File: src/verilog/fpec_pkg.sv
// fpec_pkg: constants and carrier types of the flash program/erase control
// assumes: one 20 MHz system clock, AXI4-Lite register access
package fpec_pkg;

  // ************************************************************
  // register map
  // ************************************************************
  localparam logic [7:0]  ADDR_TARGET    = 8'h00;
  localparam logic [7:0]  ADDR_DIVISOR   = 8'h04;
  localparam logic [7:0]  ADDR_CONTROL   = 8'h08;
  localparam logic [7:0]  ADDR_FLAGS     = 8'h24;
  localparam logic [7:0]  ADDR_DATA0     = 8'h30;
  localparam logic [7:0]  ADDR_DATA3     = 8'h3C;

  // ************************************************************
  // reset values
  // ************************************************************
  localparam logic [31:0] TARGET_RST     = 32'h1000_0000;
  localparam logic [7:0]  DIVISOR_RST    = 8'h78;

  // ************************************************************
  // control fields
  // ************************************************************
  localparam int          KEY_HI         = 31;
  localparam int          KEY_LO         = 28;
  localparam logic [3:0]  KEY_UNLOCK     = 4'h2;
  localparam int          LOWV_BIT       = 25;
  localparam int          BUSY_BIT       = 24;
  localparam int          ECODE_HI       = 15;
  localparam int          ECODE_LO       = 8;
  localparam logic [7:0]  ECODE_NONE     = 8'h00;
  localparam logic [7:0]  ECODE_PAGE     = 8'h55;
  localparam logic [7:0]  ECODE_MASS     = 8'hAA;
  localparam int          WIDTH_BIT      = 4;
  localparam int          PAGE_BIT       = 2;
  localparam int          MASS_BIT       = 1;
  localparam int          WRITE_BIT      = 0;
  localparam int          FAIL_BIT       = 1;
  localparam int          DONE_BIT       = 0;
  localparam int          ALIGN_BITS     = 4;

  // ************************************************************
  // timing in ticks of the 1 MHz timing clock
  // ************************************************************
  localparam int          CLK_HZ         = 20_000_000;
  localparam int          TIMING_HZ      = 1_000_000;
  localparam logic [15:0] WRITE_TICKS    = 16'h0014;
  localparam logic [15:0] PAGE_TICKS     = 16'h0028;
  localparam logic [15:0] MASS_TICKS     = 16'h0050;

  // ************************************************************
  // types
  // ************************************************************
  typedef enum logic [1:0] {
    FPEC_OP_WRITE,
    FPEC_OP_PAGE,
    FPEC_OP_MASS
  } fpec_op_t;

  typedef struct packed {
    logic          start;
    fpec_op_t      op;
    logic [31:0]   addr;
    logic [127:0]  data;
    logic          lowv;
  } fpec_req_t;

endpackage : fpec_pkg

File: src/verilog/fpec_ctrl.sv
// fpec_ctrl: flash program/erase control registers and sequencer
// assumes: RST_B_I is the power-on reset only; array acks with done held until the next start
//
// Design decision made here: the AXI4-Lite interface to the registers.
`timescale 1ns/1ps
module fpec_ctrl (
  // clock and power-on reset
  input  wire logic                MCLK_I,
  input  wire logic                RST_B_I,
  // axi4-lite write address and data
  input  wire logic [7:0]          AWADDR_I,
  input  wire logic                AWVALID_I,
  output logic                     AWREADY_O,
  input  wire logic [31:0]         WDATA_I,
  input  wire logic [3:0]          WSTRB_I,
  input  wire logic                WVALID_I,
  output logic                     WREADY_O,
  // axi4-lite write response
  output logic [1:0]               BRESP_O,
  output logic                     BVALID_O,
  input  wire logic                BREADY_I,
  // axi4-lite read
  input  wire logic [7:0]          ARADDR_I,
  input  wire logic                ARVALID_I,
  output logic                     ARREADY_O,
  output logic [31:0]              RDATA_O,
  output logic [1:0]               RRESP_O,
  output logic                     RVALID_O,
  input  wire logic                RREADY_I,
  // flash array side
  output fpec_pkg::fpec_req_t      ARRAY_REQ_O,
  input  wire logic                ARRAY_DONE_I,
  input  wire logic                ARRAY_READ_I,
  output logic                     TIMING_TICK_O
);

  // ************************************************************
  // state
  // ************************************************************
  typedef enum logic [1:0] {
    S_IDLE,
    S_RUN,
    S_FINISH
  } fpec_state_t;

  fpec_state_t      st_r, st_nxt;
  logic [31:0]      addr_r, addr_nxt;
  logic [7:0]       div_r, div_nxt;
  logic [3:0]       key_r, key_nxt;
  logic             lowv_r, lowv_nxt;
  logic [7:0]       ecode_r, ecode_nxt;
  logic             width_r, width_nxt;
  logic             page_r, page_nxt;
  logic             mass_r, mass_nxt;
  logic             wr_r, wr_nxt;
  logic             fail_r, fail_nxt;
  logic             done_r, done_nxt;
  logic [15:0]      tcnt_r, tcnt_nxt;
  fpec_pkg::fpec_op_t op_r, op_nxt;
  fpec_pkg::fpec_req_t req_nxt;

  // bus side
  logic             aw_r, w_r, aw_nxt, w_nxt;
  logic [7:0]       awa_r, awa_nxt;
  logic [31:0]      wd_r, wd_nxt;
  logic [3:0]       ws_r, ws_nxt;
  logic             bv_nxt, rv_nxt, rpend_r, rpend_nxt;
  logic [7:0]       ra_r, ra_nxt;
  logic [1:0]       rr_nxt, br_nxt;
  logic [31:0]      rd_nxt;

  logic             busy;
  logic             tick;
  logic             wr_fire;
  logic             stage_we;
  logic [31:0]      stage_rd;
  logic [127:0]     stage_all;
  logic [31:0]      ctrl_word;
  logic             arr_rd_q1, arr_rd_q2, arr_rd_q3;
  logic             arr_dn_q1, arr_dn_q2;

  assign busy = (st_r != S_IDLE);
  assign wr_fire = aw_r && w_r && !BVALID_O;
  assign stage_we = wr_fire && !busy
    && awa_r >= fpec_pkg::ADDR_DATA0 && awa_r <= fpec_pkg::ADDR_DATA3;

  // ************************************************************
  // helpers
  // ************************************************************
  fpec_tick u_tick (
    .clk_i   (MCLK_I),
    .rst_b_i (RST_B_I),
    .div_i   (div_r),
    .run_i   (st_r == S_RUN),
    .tick_o  (tick)
  );

  fpec_stage u_stage (
    .clk_i   (MCLK_I),
    .rst_b_i (RST_B_I),
    .we_i    (stage_we),
    .waddr_i (awa_r[3:2]),
    .wdata_i (wd_r),
    .wstrb_i (ws_r),
    .raddr_i (ARADDR_I[3:2]),
    .rdata_o (stage_rd),
    .all_o   (stage_all)
  );

  always_comb
  begin
    ctrl_word = 32'h0000_0000;
    ctrl_word[fpec_pkg::KEY_HI:fpec_pkg::KEY_LO] = key_r;
    ctrl_word[fpec_pkg::LOWV_BIT] = lowv_r;
    ctrl_word[fpec_pkg::BUSY_BIT] = busy;
    ctrl_word[fpec_pkg::ECODE_HI:fpec_pkg::ECODE_LO] = ecode_r;
    ctrl_word[fpec_pkg::WIDTH_BIT] = width_r;
    ctrl_word[fpec_pkg::PAGE_BIT] = page_r;
    ctrl_word[fpec_pkg::MASS_BIT] = mass_r;
    ctrl_word[fpec_pkg::WRITE_BIT] = wr_r;
  end

  // ************************************************************
  // next state
  // ************************************************************
  always_comb
  begin
    st_nxt   = st_r;
    addr_nxt = addr_r;
    div_nxt  = div_r;
    key_nxt  = key_r;
    lowv_nxt = lowv_r;
    ecode_nxt = ecode_r;
    width_nxt = width_r;
    page_nxt = page_r;
    mass_nxt = mass_r;
    wr_nxt   = wr_r;
    fail_nxt = fail_r;
    done_nxt = done_r;
    tcnt_nxt = tcnt_r;
    op_nxt   = op_r;
    aw_nxt   = aw_r;
    w_nxt    = w_r;
    awa_nxt  = awa_r;
    wd_nxt   = wd_r;
    ws_nxt   = ws_r;
    bv_nxt   = BVALID_O;
    br_nxt   = BRESP_O;
    rv_nxt   = RVALID_O;
    rr_nxt   = RRESP_O;
    rd_nxt   = RDATA_O;
    rpend_nxt = 1'b0;
    ra_nxt   = ra_r;
    req_nxt  = ARRAY_REQ_O;
    req_nxt.start = 1'b0;

    if (AWVALID_I && AWREADY_O)
    begin
      aw_nxt  = 1'b1;
      awa_nxt = AWADDR_I;
    end
    if (WVALID_I && WREADY_O)
    begin
      w_nxt  = 1'b1;
      wd_nxt = WDATA_I;
      ws_nxt = WSTRB_I;
    end
    if (BVALID_O && BREADY_I)
    begin
      bv_nxt = 1'b0;
    end

    // flag register: write 0 clears, write 1 keeps
    if (wr_fire && awa_r == fpec_pkg::ADDR_FLAGS && ws_r[0])
    begin
      if (!wd_r[fpec_pkg::FAIL_BIT])
      begin
        fail_nxt = 1'b0;
      end
      if (!wd_r[fpec_pkg::DONE_BIT])
      begin
        done_nxt = 1'b0;
      end
    end

    if (wr_fire)
    begin
      aw_nxt = 1'b0;
      w_nxt  = 1'b0;
      bv_nxt = 1'b1;
      br_nxt = 2'b00;
      if (busy && awa_r != fpec_pkg::ADDR_FLAGS)
      begin
        fail_nxt = 1'b1;
      end
      else
      begin
        case (awa_r)
          fpec_pkg::ADDR_TARGET:
          begin
            for (int b = 0; b < 4; b++)
            begin
              if (ws_r[b])
              begin
                addr_nxt[8*b +: 8] = wd_r[8*b +: 8];
              end
            end
          end
          fpec_pkg::ADDR_DIVISOR:
          begin
            if (ws_r[0])
            begin
              div_nxt = wd_r[7:0];
            end
          end
          fpec_pkg::ADDR_CONTROL:
          begin
            if (ws_r[3])
            begin
              key_nxt = wd_r[fpec_pkg::KEY_HI:fpec_pkg::KEY_LO];
              lowv_nxt = wd_r[fpec_pkg::LOWV_BIT];
            end
            if (ws_r[1])
            begin
              ecode_nxt = wd_r[fpec_pkg::ECODE_HI:fpec_pkg::ECODE_LO];
            end
            if (ws_r[0])
            begin
              width_nxt = wd_r[fpec_pkg::WIDTH_BIT];
              // start bits: ones start, zeros ignored; key seen before
              if (wd_r[fpec_pkg::WRITE_BIT] || wd_r[fpec_pkg::PAGE_BIT]
                  || wd_r[fpec_pkg::MASS_BIT])
              begin
                if (key_r != fpec_pkg::KEY_UNLOCK)
                begin
                  fail_nxt = 1'b1;
                end
                else if (wd_r[fpec_pkg::MASS_BIT])
                begin
                  if (ecode_nxt == fpec_pkg::ECODE_MASS)
                  begin
                    mass_nxt = 1'b1;
                    op_nxt   = fpec_pkg::FPEC_OP_MASS;
                    st_nxt   = S_RUN;
                  end
                  else
                  begin
                    fail_nxt = 1'b1;
                  end
                end
                else if (wd_r[fpec_pkg::PAGE_BIT])
                begin
                  if (ecode_nxt == fpec_pkg::ECODE_PAGE)
                  begin
                    page_nxt = 1'b1;
                    op_nxt   = fpec_pkg::FPEC_OP_PAGE;
                    st_nxt   = S_RUN;
                  end
                  else
                  begin
                    fail_nxt = 1'b1;
                  end
                end
                else
                begin
                  wr_nxt = 1'b1;
                  op_nxt = fpec_pkg::FPEC_OP_WRITE;
                  st_nxt = S_RUN;
                end
              end
            end
          end
          fpec_pkg::ADDR_FLAGS:
          begin
          end
          default:
          begin
            if (!stage_we)
            begin
              br_nxt = 2'b10;
            end
          end
        endcase
      end
    end

    // reads: busy refuses array reads only
    if (busy && arr_rd_q2 && !arr_rd_q3)
    begin
      fail_nxt = 1'b1;
    end

    if (ARVALID_I && ARREADY_O)
    begin
      rpend_nxt = 1'b1;
      ra_nxt    = ARADDR_I;
    end
    if (rpend_r)
    begin
      rv_nxt = 1'b1;
      rr_nxt = 2'b00;
      case (ra_r)
        fpec_pkg::ADDR_TARGET:  rd_nxt = addr_r;
        fpec_pkg::ADDR_DIVISOR: rd_nxt = {24'h00_0000, div_r};
        fpec_pkg::ADDR_CONTROL: rd_nxt = ctrl_word;
        fpec_pkg::ADDR_FLAGS:   rd_nxt = {30'h0000_0000, fail_r, done_r};
        default:
        begin
          if (ra_r >= fpec_pkg::ADDR_DATA0 && ra_r <= fpec_pkg::ADDR_DATA3)
          begin
            rd_nxt = stage_rd;
          end
          else
          begin
            rd_nxt = 32'h0000_0000;
            rr_nxt = 2'b10;
          end
        end
      endcase
    end
    else if (RVALID_O && RREADY_I)
    begin
      rv_nxt = 1'b0;
    end

    // sequencer
    case (st_r)
      S_IDLE:
      begin
        if (st_nxt == S_RUN)
        begin
          tcnt_nxt = 16'h0000;
          req_nxt.start = 1'b1;
          req_nxt.op    = op_nxt;
          req_nxt.addr  = {addr_r[31:fpec_pkg::ALIGN_BITS],
                           {fpec_pkg::ALIGN_BITS{1'b0}}};
          req_nxt.data  = stage_all;
          req_nxt.lowv  = lowv_nxt;
        end
      end
      S_RUN:
      begin
        if (tick)
        begin
          tcnt_nxt = tcnt_r + 16'h0001;
        end
        // done waits for both the array ack and minimum paced time
        if (arr_dn_q2 && (tcnt_r >= (op_r == fpec_pkg::FPEC_OP_MASS ?
            fpec_pkg::MASS_TICKS : op_r == fpec_pkg::FPEC_OP_PAGE ?
            fpec_pkg::PAGE_TICKS : fpec_pkg::WRITE_TICKS)))
        begin
          st_nxt = S_FINISH;
        end
      end
      S_FINISH:
      begin
        wr_nxt   = 1'b0;
        page_nxt = 1'b0;
        mass_nxt = 1'b0;
        if (op_r != fpec_pkg::FPEC_OP_WRITE)
        begin
          ecode_nxt = fpec_pkg::ECODE_NONE;
        end
        done_nxt = 1'b1;
        st_nxt   = S_IDLE;
      end
      default:
      begin
        st_nxt = S_IDLE;
      end
    endcase
  end

  // ************************************************************
  // registers, power-on reset only
  // ************************************************************
  always_ff @(posedge MCLK_I)
  begin
    if (!RST_B_I)
    begin
      st_r    <= S_IDLE;
      addr_r  <= fpec_pkg::TARGET_RST;
      div_r   <= fpec_pkg::DIVISOR_RST;
      key_r   <= 4'h0;
      lowv_r  <= 1'b0;
      ecode_r <= 8'h00;
      width_r <= 1'b0;
      page_r  <= 1'b0;
      mass_r  <= 1'b0;
      wr_r    <= 1'b0;
      fail_r  <= 1'b0;
      done_r  <= 1'b0;
      tcnt_r  <= 16'h0000;
      op_r    <= fpec_pkg::FPEC_OP_WRITE;
      aw_r    <= 1'b0;
      w_r     <= 1'b0;
      awa_r   <= 8'h00;
      wd_r    <= 32'h0000_0000;
      ws_r    <= 4'h0;
      BVALID_O <= 1'b0;
      BRESP_O <= 2'b00;
      RVALID_O <= 1'b0;
      RRESP_O <= 2'b00;
      RDATA_O <= 32'h0000_0000;
      rpend_r <= 1'b0;
      ra_r    <= 8'h00;
      AWREADY_O <= 1'b0;
      WREADY_O <= 1'b0;
      ARREADY_O <= 1'b0;
      ARRAY_REQ_O <= '0;
      TIMING_TICK_O <= 1'b0;
      arr_rd_q1 <= 1'b0;
      arr_rd_q2 <= 1'b0;
      arr_rd_q3 <= 1'b0;
      arr_dn_q1 <= 1'b0;
      arr_dn_q2 <= 1'b0;
    end
    else
    begin
      st_r    <= st_nxt;
      addr_r  <= addr_nxt;
      div_r   <= div_nxt;
      key_r   <= key_nxt;
      lowv_r  <= lowv_nxt;
      ecode_r <= ecode_nxt;
      width_r <= width_nxt;
      page_r  <= page_nxt;
      mass_r  <= mass_nxt;
      wr_r    <= wr_nxt;
      fail_r  <= fail_nxt;
      done_r  <= done_nxt;
      tcnt_r  <= tcnt_nxt;
      op_r    <= op_nxt;
      aw_r    <= aw_nxt;
      w_r     <= w_nxt;
      awa_r   <= awa_nxt;
      wd_r    <= wd_nxt;
      ws_r    <= ws_nxt;
      BVALID_O <= bv_nxt;
      BRESP_O <= br_nxt;
      RVALID_O <= rv_nxt;
      RRESP_O <= rr_nxt;
      RDATA_O <= rd_nxt;
      rpend_r <= rpend_nxt;
      ra_r    <= ra_nxt;
      AWREADY_O <= !aw_nxt && !bv_nxt && !(AWVALID_I && AWREADY_O);
      WREADY_O <= !w_nxt && !bv_nxt && !(WVALID_I && WREADY_O);
      ARREADY_O <= !rv_nxt && !rpend_nxt && !(ARVALID_I && ARREADY_O);
      ARRAY_REQ_O <= req_nxt;
      TIMING_TICK_O <= tick;
      arr_rd_q1 <= ARRAY_READ_I;
      arr_rd_q2 <= arr_rd_q1;
      arr_rd_q3 <= arr_rd_q2;
      arr_dn_q1 <= ARRAY_DONE_I;
      arr_dn_q2 <= arr_dn_q1;
    end
  end

endmodule : fpec_ctrl

File: src/verilog/fpec_stage.sv
// fpec_stage: four staged write data words, registered read port
// assumes: writer and reader on the same clock
`timescale 1ns/1ps
module fpec_stage (
  // clock and reset
  input  wire logic         clk_i,
  input  wire logic         rst_b_i,
  // write port
  input  wire logic         we_i,
  input  wire logic [1:0]   waddr_i,
  input  wire logic [31:0]  wdata_i,
  input  wire logic [3:0]   wstrb_i,
  // read port
  input  wire logic [1:0]   raddr_i,
  output logic      [31:0]  rdata_o,
  output logic      [127:0] all_o
);

  logic [31:0] mem_r [4];

  genvar g;
  generate
    for (g = 0; g < 4; g++)
    begin : g_word
      always_ff @(posedge clk_i)
      begin
        if (!rst_b_i)
        begin
          mem_r[g] <= 32'h0000_0000;
        end
        else if (we_i && waddr_i == 2'(g))
        begin
          for (int b = 0; b < 4; b++)
          begin
            if (wstrb_i[b])
            begin
              mem_r[g][8*b +: 8] <= wdata_i[8*b +: 8];
            end
          end
        end
      end
      assign all_o[32*g +: 32] = mem_r[g];
    end
  endgenerate

  always_ff @(posedge clk_i)
  begin
    if (!rst_b_i)
    begin
      rdata_o <= 32'h0000_0000;
    end
    else
    begin
      rdata_o <= mem_r[raddr_i];
    end
  end

endmodule : fpec_stage

File: src/verilog/fpec_tick.sv
// fpec_tick: divides the system clock into a one-cycle timing enable
// assumes: divisor is held steady while operations run
`timescale 1ns/1ps
module fpec_tick (
  // clock and reset
  input  wire logic        clk_i,
  input  wire logic        rst_b_i,
  // control
  input  wire logic [7:0]  div_i,
  input  wire logic        run_i,
  // enable out
  output logic             tick_o
);

  logic [7:0] cnt_r;
  logic [7:0] cnt_nxt;
  logic       tick_nxt;

  always_comb
  begin
    cnt_nxt  = 8'h00;
    tick_nxt = 1'b0;
    // divisor 0 or 1 treated as every cycle
    if (run_i)
    begin
      if (cnt_r + 8'h01 >= div_i)
      begin
        tick_nxt = 1'b1;
      end
      else
      begin
        cnt_nxt = cnt_r + 8'h01;
      end
    end
  end

  always_ff @(posedge clk_i)
  begin
    if (!rst_b_i)
    begin
      cnt_r  <= 8'h00;
      tick_o <= 1'b0;
    end
    else
    begin
      cnt_r  <= cnt_nxt;
      tick_o <= tick_nxt;
    end
  end

endmodule : fpec_tick
File: config.mk
export PLATFORM = sky130hd
export DESIGN_NAME = fpec_ctrl
export DESIGN_NICKNAME = d
export VERILOG_FILES = /design/src/verilog/fpec_pkg.sv /design/src/verilog/fpec_ctrl.sv /design/src/verilog/fpec_stage.sv /design/src/verilog/fpec_tick.sv
export SDC_FILE = /design/constraint.sdc
export NUM_CORES = 1
export LEC_CHECK = 0
export ABC_CLOCK_PERIOD_IN_PS = 6900
export BUFFER_PORTS_ARGS = -buffer_cell sky130_fd_sc_hd__buf_2
export CAP_MARGIN = 10
export CORE_ASPECT_RATIO = 2
export CORE_MARGIN = 3
export CORE_UTILIZATION = 45
export DETAILED_ROUTE_END_ITERATION = 10
export GPL_ROUTABILITY_DRIVEN = 0
export MAX_ROUTING_LAYER = met4
export PLACE_DENSITY = 0.61
export REMOVE_ABC_BUFFERS = 1
export SLEW_MARGIN = 10
export SYNTH_ARGS = -nofsm -noshare
export SYNTH_HDL_FRONTEND = slang
export SYNTH_HIERARCHICAL = 1
export SYNTH_SLANG_ARGS = --single-unit
export TNS_END_PERCENT = 5
File: constraint.sdc
create_clock -name MCLK_I -period 6.9 [get_ports MCLK_I]
set_input_delay 0.69 -clock MCLK_I [delete_from_list [all_inputs] [get_ports MCLK_I]]
set_output_delay 0.69 -clock MCLK_I [all_outputs]
set_load 0.03 [all_outputs]
==> impl_metrics.tcl <==
set metrics [dict create \
    first_global_vias 16100 \
    pwr-share-seq 0.526 \
    cts.sinks 508 \
    async_flop_share 0 \
    numCtsBuffers 46 \
    port-buffer-count 260 \
    peakVddDrop_mv 0.175 \
    grt_max_degree 99 \
    grt_usage 0.252 \
    met1_usage 0.268 \
    ioPinCount 267 \
    cts_buffer_depth 3 \
    multi_input_area_um2 8320 \
    vias 16300 \
    crit_family "simple AND/OR/NAND/NOR gates" \
    status "completed" \
    maxCapViolCount 0 \
    grt.busiest_layer "met2" \
    powerDensity_nw_per_um2 253 \
    maxSlewHeadroom 0.188 \
    total_power_w 0.00602 \
    fill_cells 4249 \
    cts-root-buf "clkbuf_16" \
    crit_slowest_cell "buf_4" \
    final_util 0.526 \
    use_met3 0.0267 \
    avgSynthCellArea_um2 9.69 \
    hold_violations 0 \
    layout_min_cycle_time_ns 3.70 \
    clkLatencyLatePin_ns 0.56 \
    finalNetCount 2408 \
    start_util 0.457 \
    use_met2 0.469 \
    drt_wl_total_mm 61.7 \
    syn_inst 2130 \
    synth-xor-area-share 0.00636 \
    cts_setup_buffers 0 \
    ys_types 61 \
    crit_path_start_kind "flip-flop" \
    clk_pin_slew_ns 0.07 \
    end_kind "flip-flop" \
    leakage_nw 9.17 \
    synth_ff_type "dfxtp_1" \
    drive_above_1_share 0.169 \
    yosys.area_share.adder 0.0121 \
    grt_pass1_wl_mm 91.8 \
    timing.fmax_mhz 270 \
    die_height_um 309 \
    p_comb_frac 0.056 \
    dp_hpwl_mm 41.7 \
    synth_top_family_by_area "simple AND/OR/NAND/NOR gates" \
    cp_cell_sequence "or3b_2, nor4_2, nand3_2, nor3_4, buf_4, buf_4, nand2_1, a21boi_0" \
    sw_frac_of_total 0.235 \
    fin_skew_ns 0.0147 \
    setup_tns_ns 0 \
    setup_violations 0 \
    cp.required_ns 7.38 \
    wl_per_cell_um 21.1 \
    final_common_cell "nand2_1" \
    drt_iter0_drc 1130 \
    ant_nets 0 \
    fp.coreArea_um2 45100 \
    fin_crit_sh 0.536 \
    via_per_inst 5.56 \
    antenna_found_initial 1 \
    syn_to_final_growth_pct 15.0 \
    fp.dieArea_um2 48700 \
    firstDrtPassIters 5 \
    yosysWarnings 6 \
    synth_edf_count 128 \
    worst-setup-path-type "flip-flop to flip-flop" \
    syn_area_um2 20600 \
    die_width_um 157 \
    cts_tree "built" \
    worst_pin_slew_ns 1.21 \
    rsz0062_at_grt "false" \
    drc 0 \
    final_cell_mix "nand2_1, dfxtp_1, buf_2" \
    yosysSeqAreaShare 0.555 \
    worstPathMaxFanout 62 \
    hold_class "primary input to flip-flop" \
    power.switching_w 0.00142 \
    ys_ff_latch 508 \
    p_int_w 0.00460 \
    gr-total-overflow 0 \
    cts_resized 0 \
    finalMaxSlewViolations 0 \
    cp.arrival_ns 4.18 \
    pwr-share-clk 0.418 \
    cts_max_level 2 \
    synth-simple-area-share 0.191 \
    muxShareOfSynthArea 0.0509 \
    synth_compound_area_frac 0.140 \
    path_buf_inv 2 \
    max_stage_delay_ns 0.65 \
    row_count 110 \
    ctsHoldBuffers 0 \
    seq_area_um2 11500 \
    crit_top_cell "buf_4" \
]
-- metrics by stage --
stage	hold slack (ns)	instances	worst slack (ns)	cell area, um^2
after CTS	0.316	2923	3.24	23700
after floorplan	0.412	1978	0.469	19900
after global placement	0.425	2838	3.29	22300
after detailed placement	0.428	2838	3.25	22300
after global routing	0.321	2925	2.88	23800
final	0.337	2925	3.20	23800
-- final cells by class --
cell class / count / share of cell area
clock inverter: 19 / 0.00548
tap: 560 / 0.0295
clock buffer: 66 / 0.0559
inverter: 52 / 0.00822
sequential: 508 / 0.482
multi-input combinational: 1418 / 0.350
antenna: 1 / 0.000105
timing repair buffer: 301 / 0.0684
-- cells by family (layout without fill, tap and decap cells) --
| group | after synthesis | in the layout |
|---|---|---|
| AND/OR/NAND/NOR | 869 | 869 |
| flip-flops | 508 | 508 |
| AO/OA/AOI/OAI | 403 | 403 |
| buffers and inverters | 209 | 438 |
| multiplexers | 105 | 105 |
| adder cells (fa/ha/maj) | 20 | 20 |
| XOR/XNOR | 15 | 15 |
| other | 1 | 7 |
-- synthesized netlist by cell type (6+ instances only) --
cell type | number | share of area
a21boi_0 | 185 | 0.067
a21boi_1 | 41 | 0.015
a21oi_1 | 15 | 0.0036
a22oi_1 | 18 | 0.0065
a31oi_1 | 8 | 0.0024
a41oi_1 | 15 | 0.0064
and2_1 | 11 | 0.0033
and3_1 | 8 | 0.0024
buf_2 | 48 | 0.012
buf_4 | 15 | 0.0055
clkbuf_1 | 89 | 0.016
dfxtp_1 | 380 | 0.37
edfxtp_1 | 128 | 0.19
ha_1 | 20 | 0.012
inv_1 | 52 | 0.0095
mux2i_1 | 105 | 0.051
nand2_1 | 528 | 0.096
nand2b_1 | 7 | 0.0021
nand3_1 | 38 | 0.0092
nand4_1 | 6 | 0.0018
nor2_1 | 40 | 0.0073
nor2b_1 | 36 | 0.011
nor3_1 | 139 | 0.034
nor3b_1 | 9 | 0.0033
nor4bb_1 | 9 | 0.0044
o211a_1 | 15 | 0.0073
o21ai_0 | 48 | 0.012
o22ai_1 | 32 | 0.0097
xnor2_1 | 6 | 0.0025
xor2_1 | 9 | 0.0038
-- state kept, by name, indices dropped and copies added (netlist names), 2 cells and up --
signal and cells:
ARRAY_REQ_O 160, RDATA_O 32, addr_r 32, awa_r 8
div_r 8, ecode_r 8, key_r 4, op_r 2
ra_r 8, st_r 2, tcnt_r 16, u_stage/mem_r 128
u_stage/rdata_o 32, u_tick/cnt_r 8, wd_r 32, ws_r 4
-- power groups by stage --
stage / sequential, W / combinational (W) / clock [W]
floorplan: 0.00323 / 0.000147 / 0
global placement: 0.00323 / 0.000333 / 0
detailed placement: 0.00323 / 0.000336 / 0
CTS: 0.00316 / 0.000337 / 0.00257
global route: 0.00317 / 0.000359 / 0.00268
finish: 0.00316 / 0.000337 / 0.00251
-- metal layers --
metal	share of wire	routed length, um
met4	0.042	2590
met5	0	0
met2	0.54	33400
met1	0.37	22800
met3	0.048	2950
-- path summary, 6_finish.rpt --
path | to | slack (ns) | start | cells after the start
worst min register to register | arr_rd_q2 | 0.44 | arr_rd_q1 | 1
worst max register to register | ARRAY_REQ_O[125] | 3.20 | awa_r[3] | 8
worst max-delay path | ARRAY_REQ_O[125] | 3.20 | awa_r[3] | 8
worst min-delay path | arr_rd_q1 | 0.34 | ARRAY_READ_I | 2
Note: power is estimated with default switching activity, not from simulation.
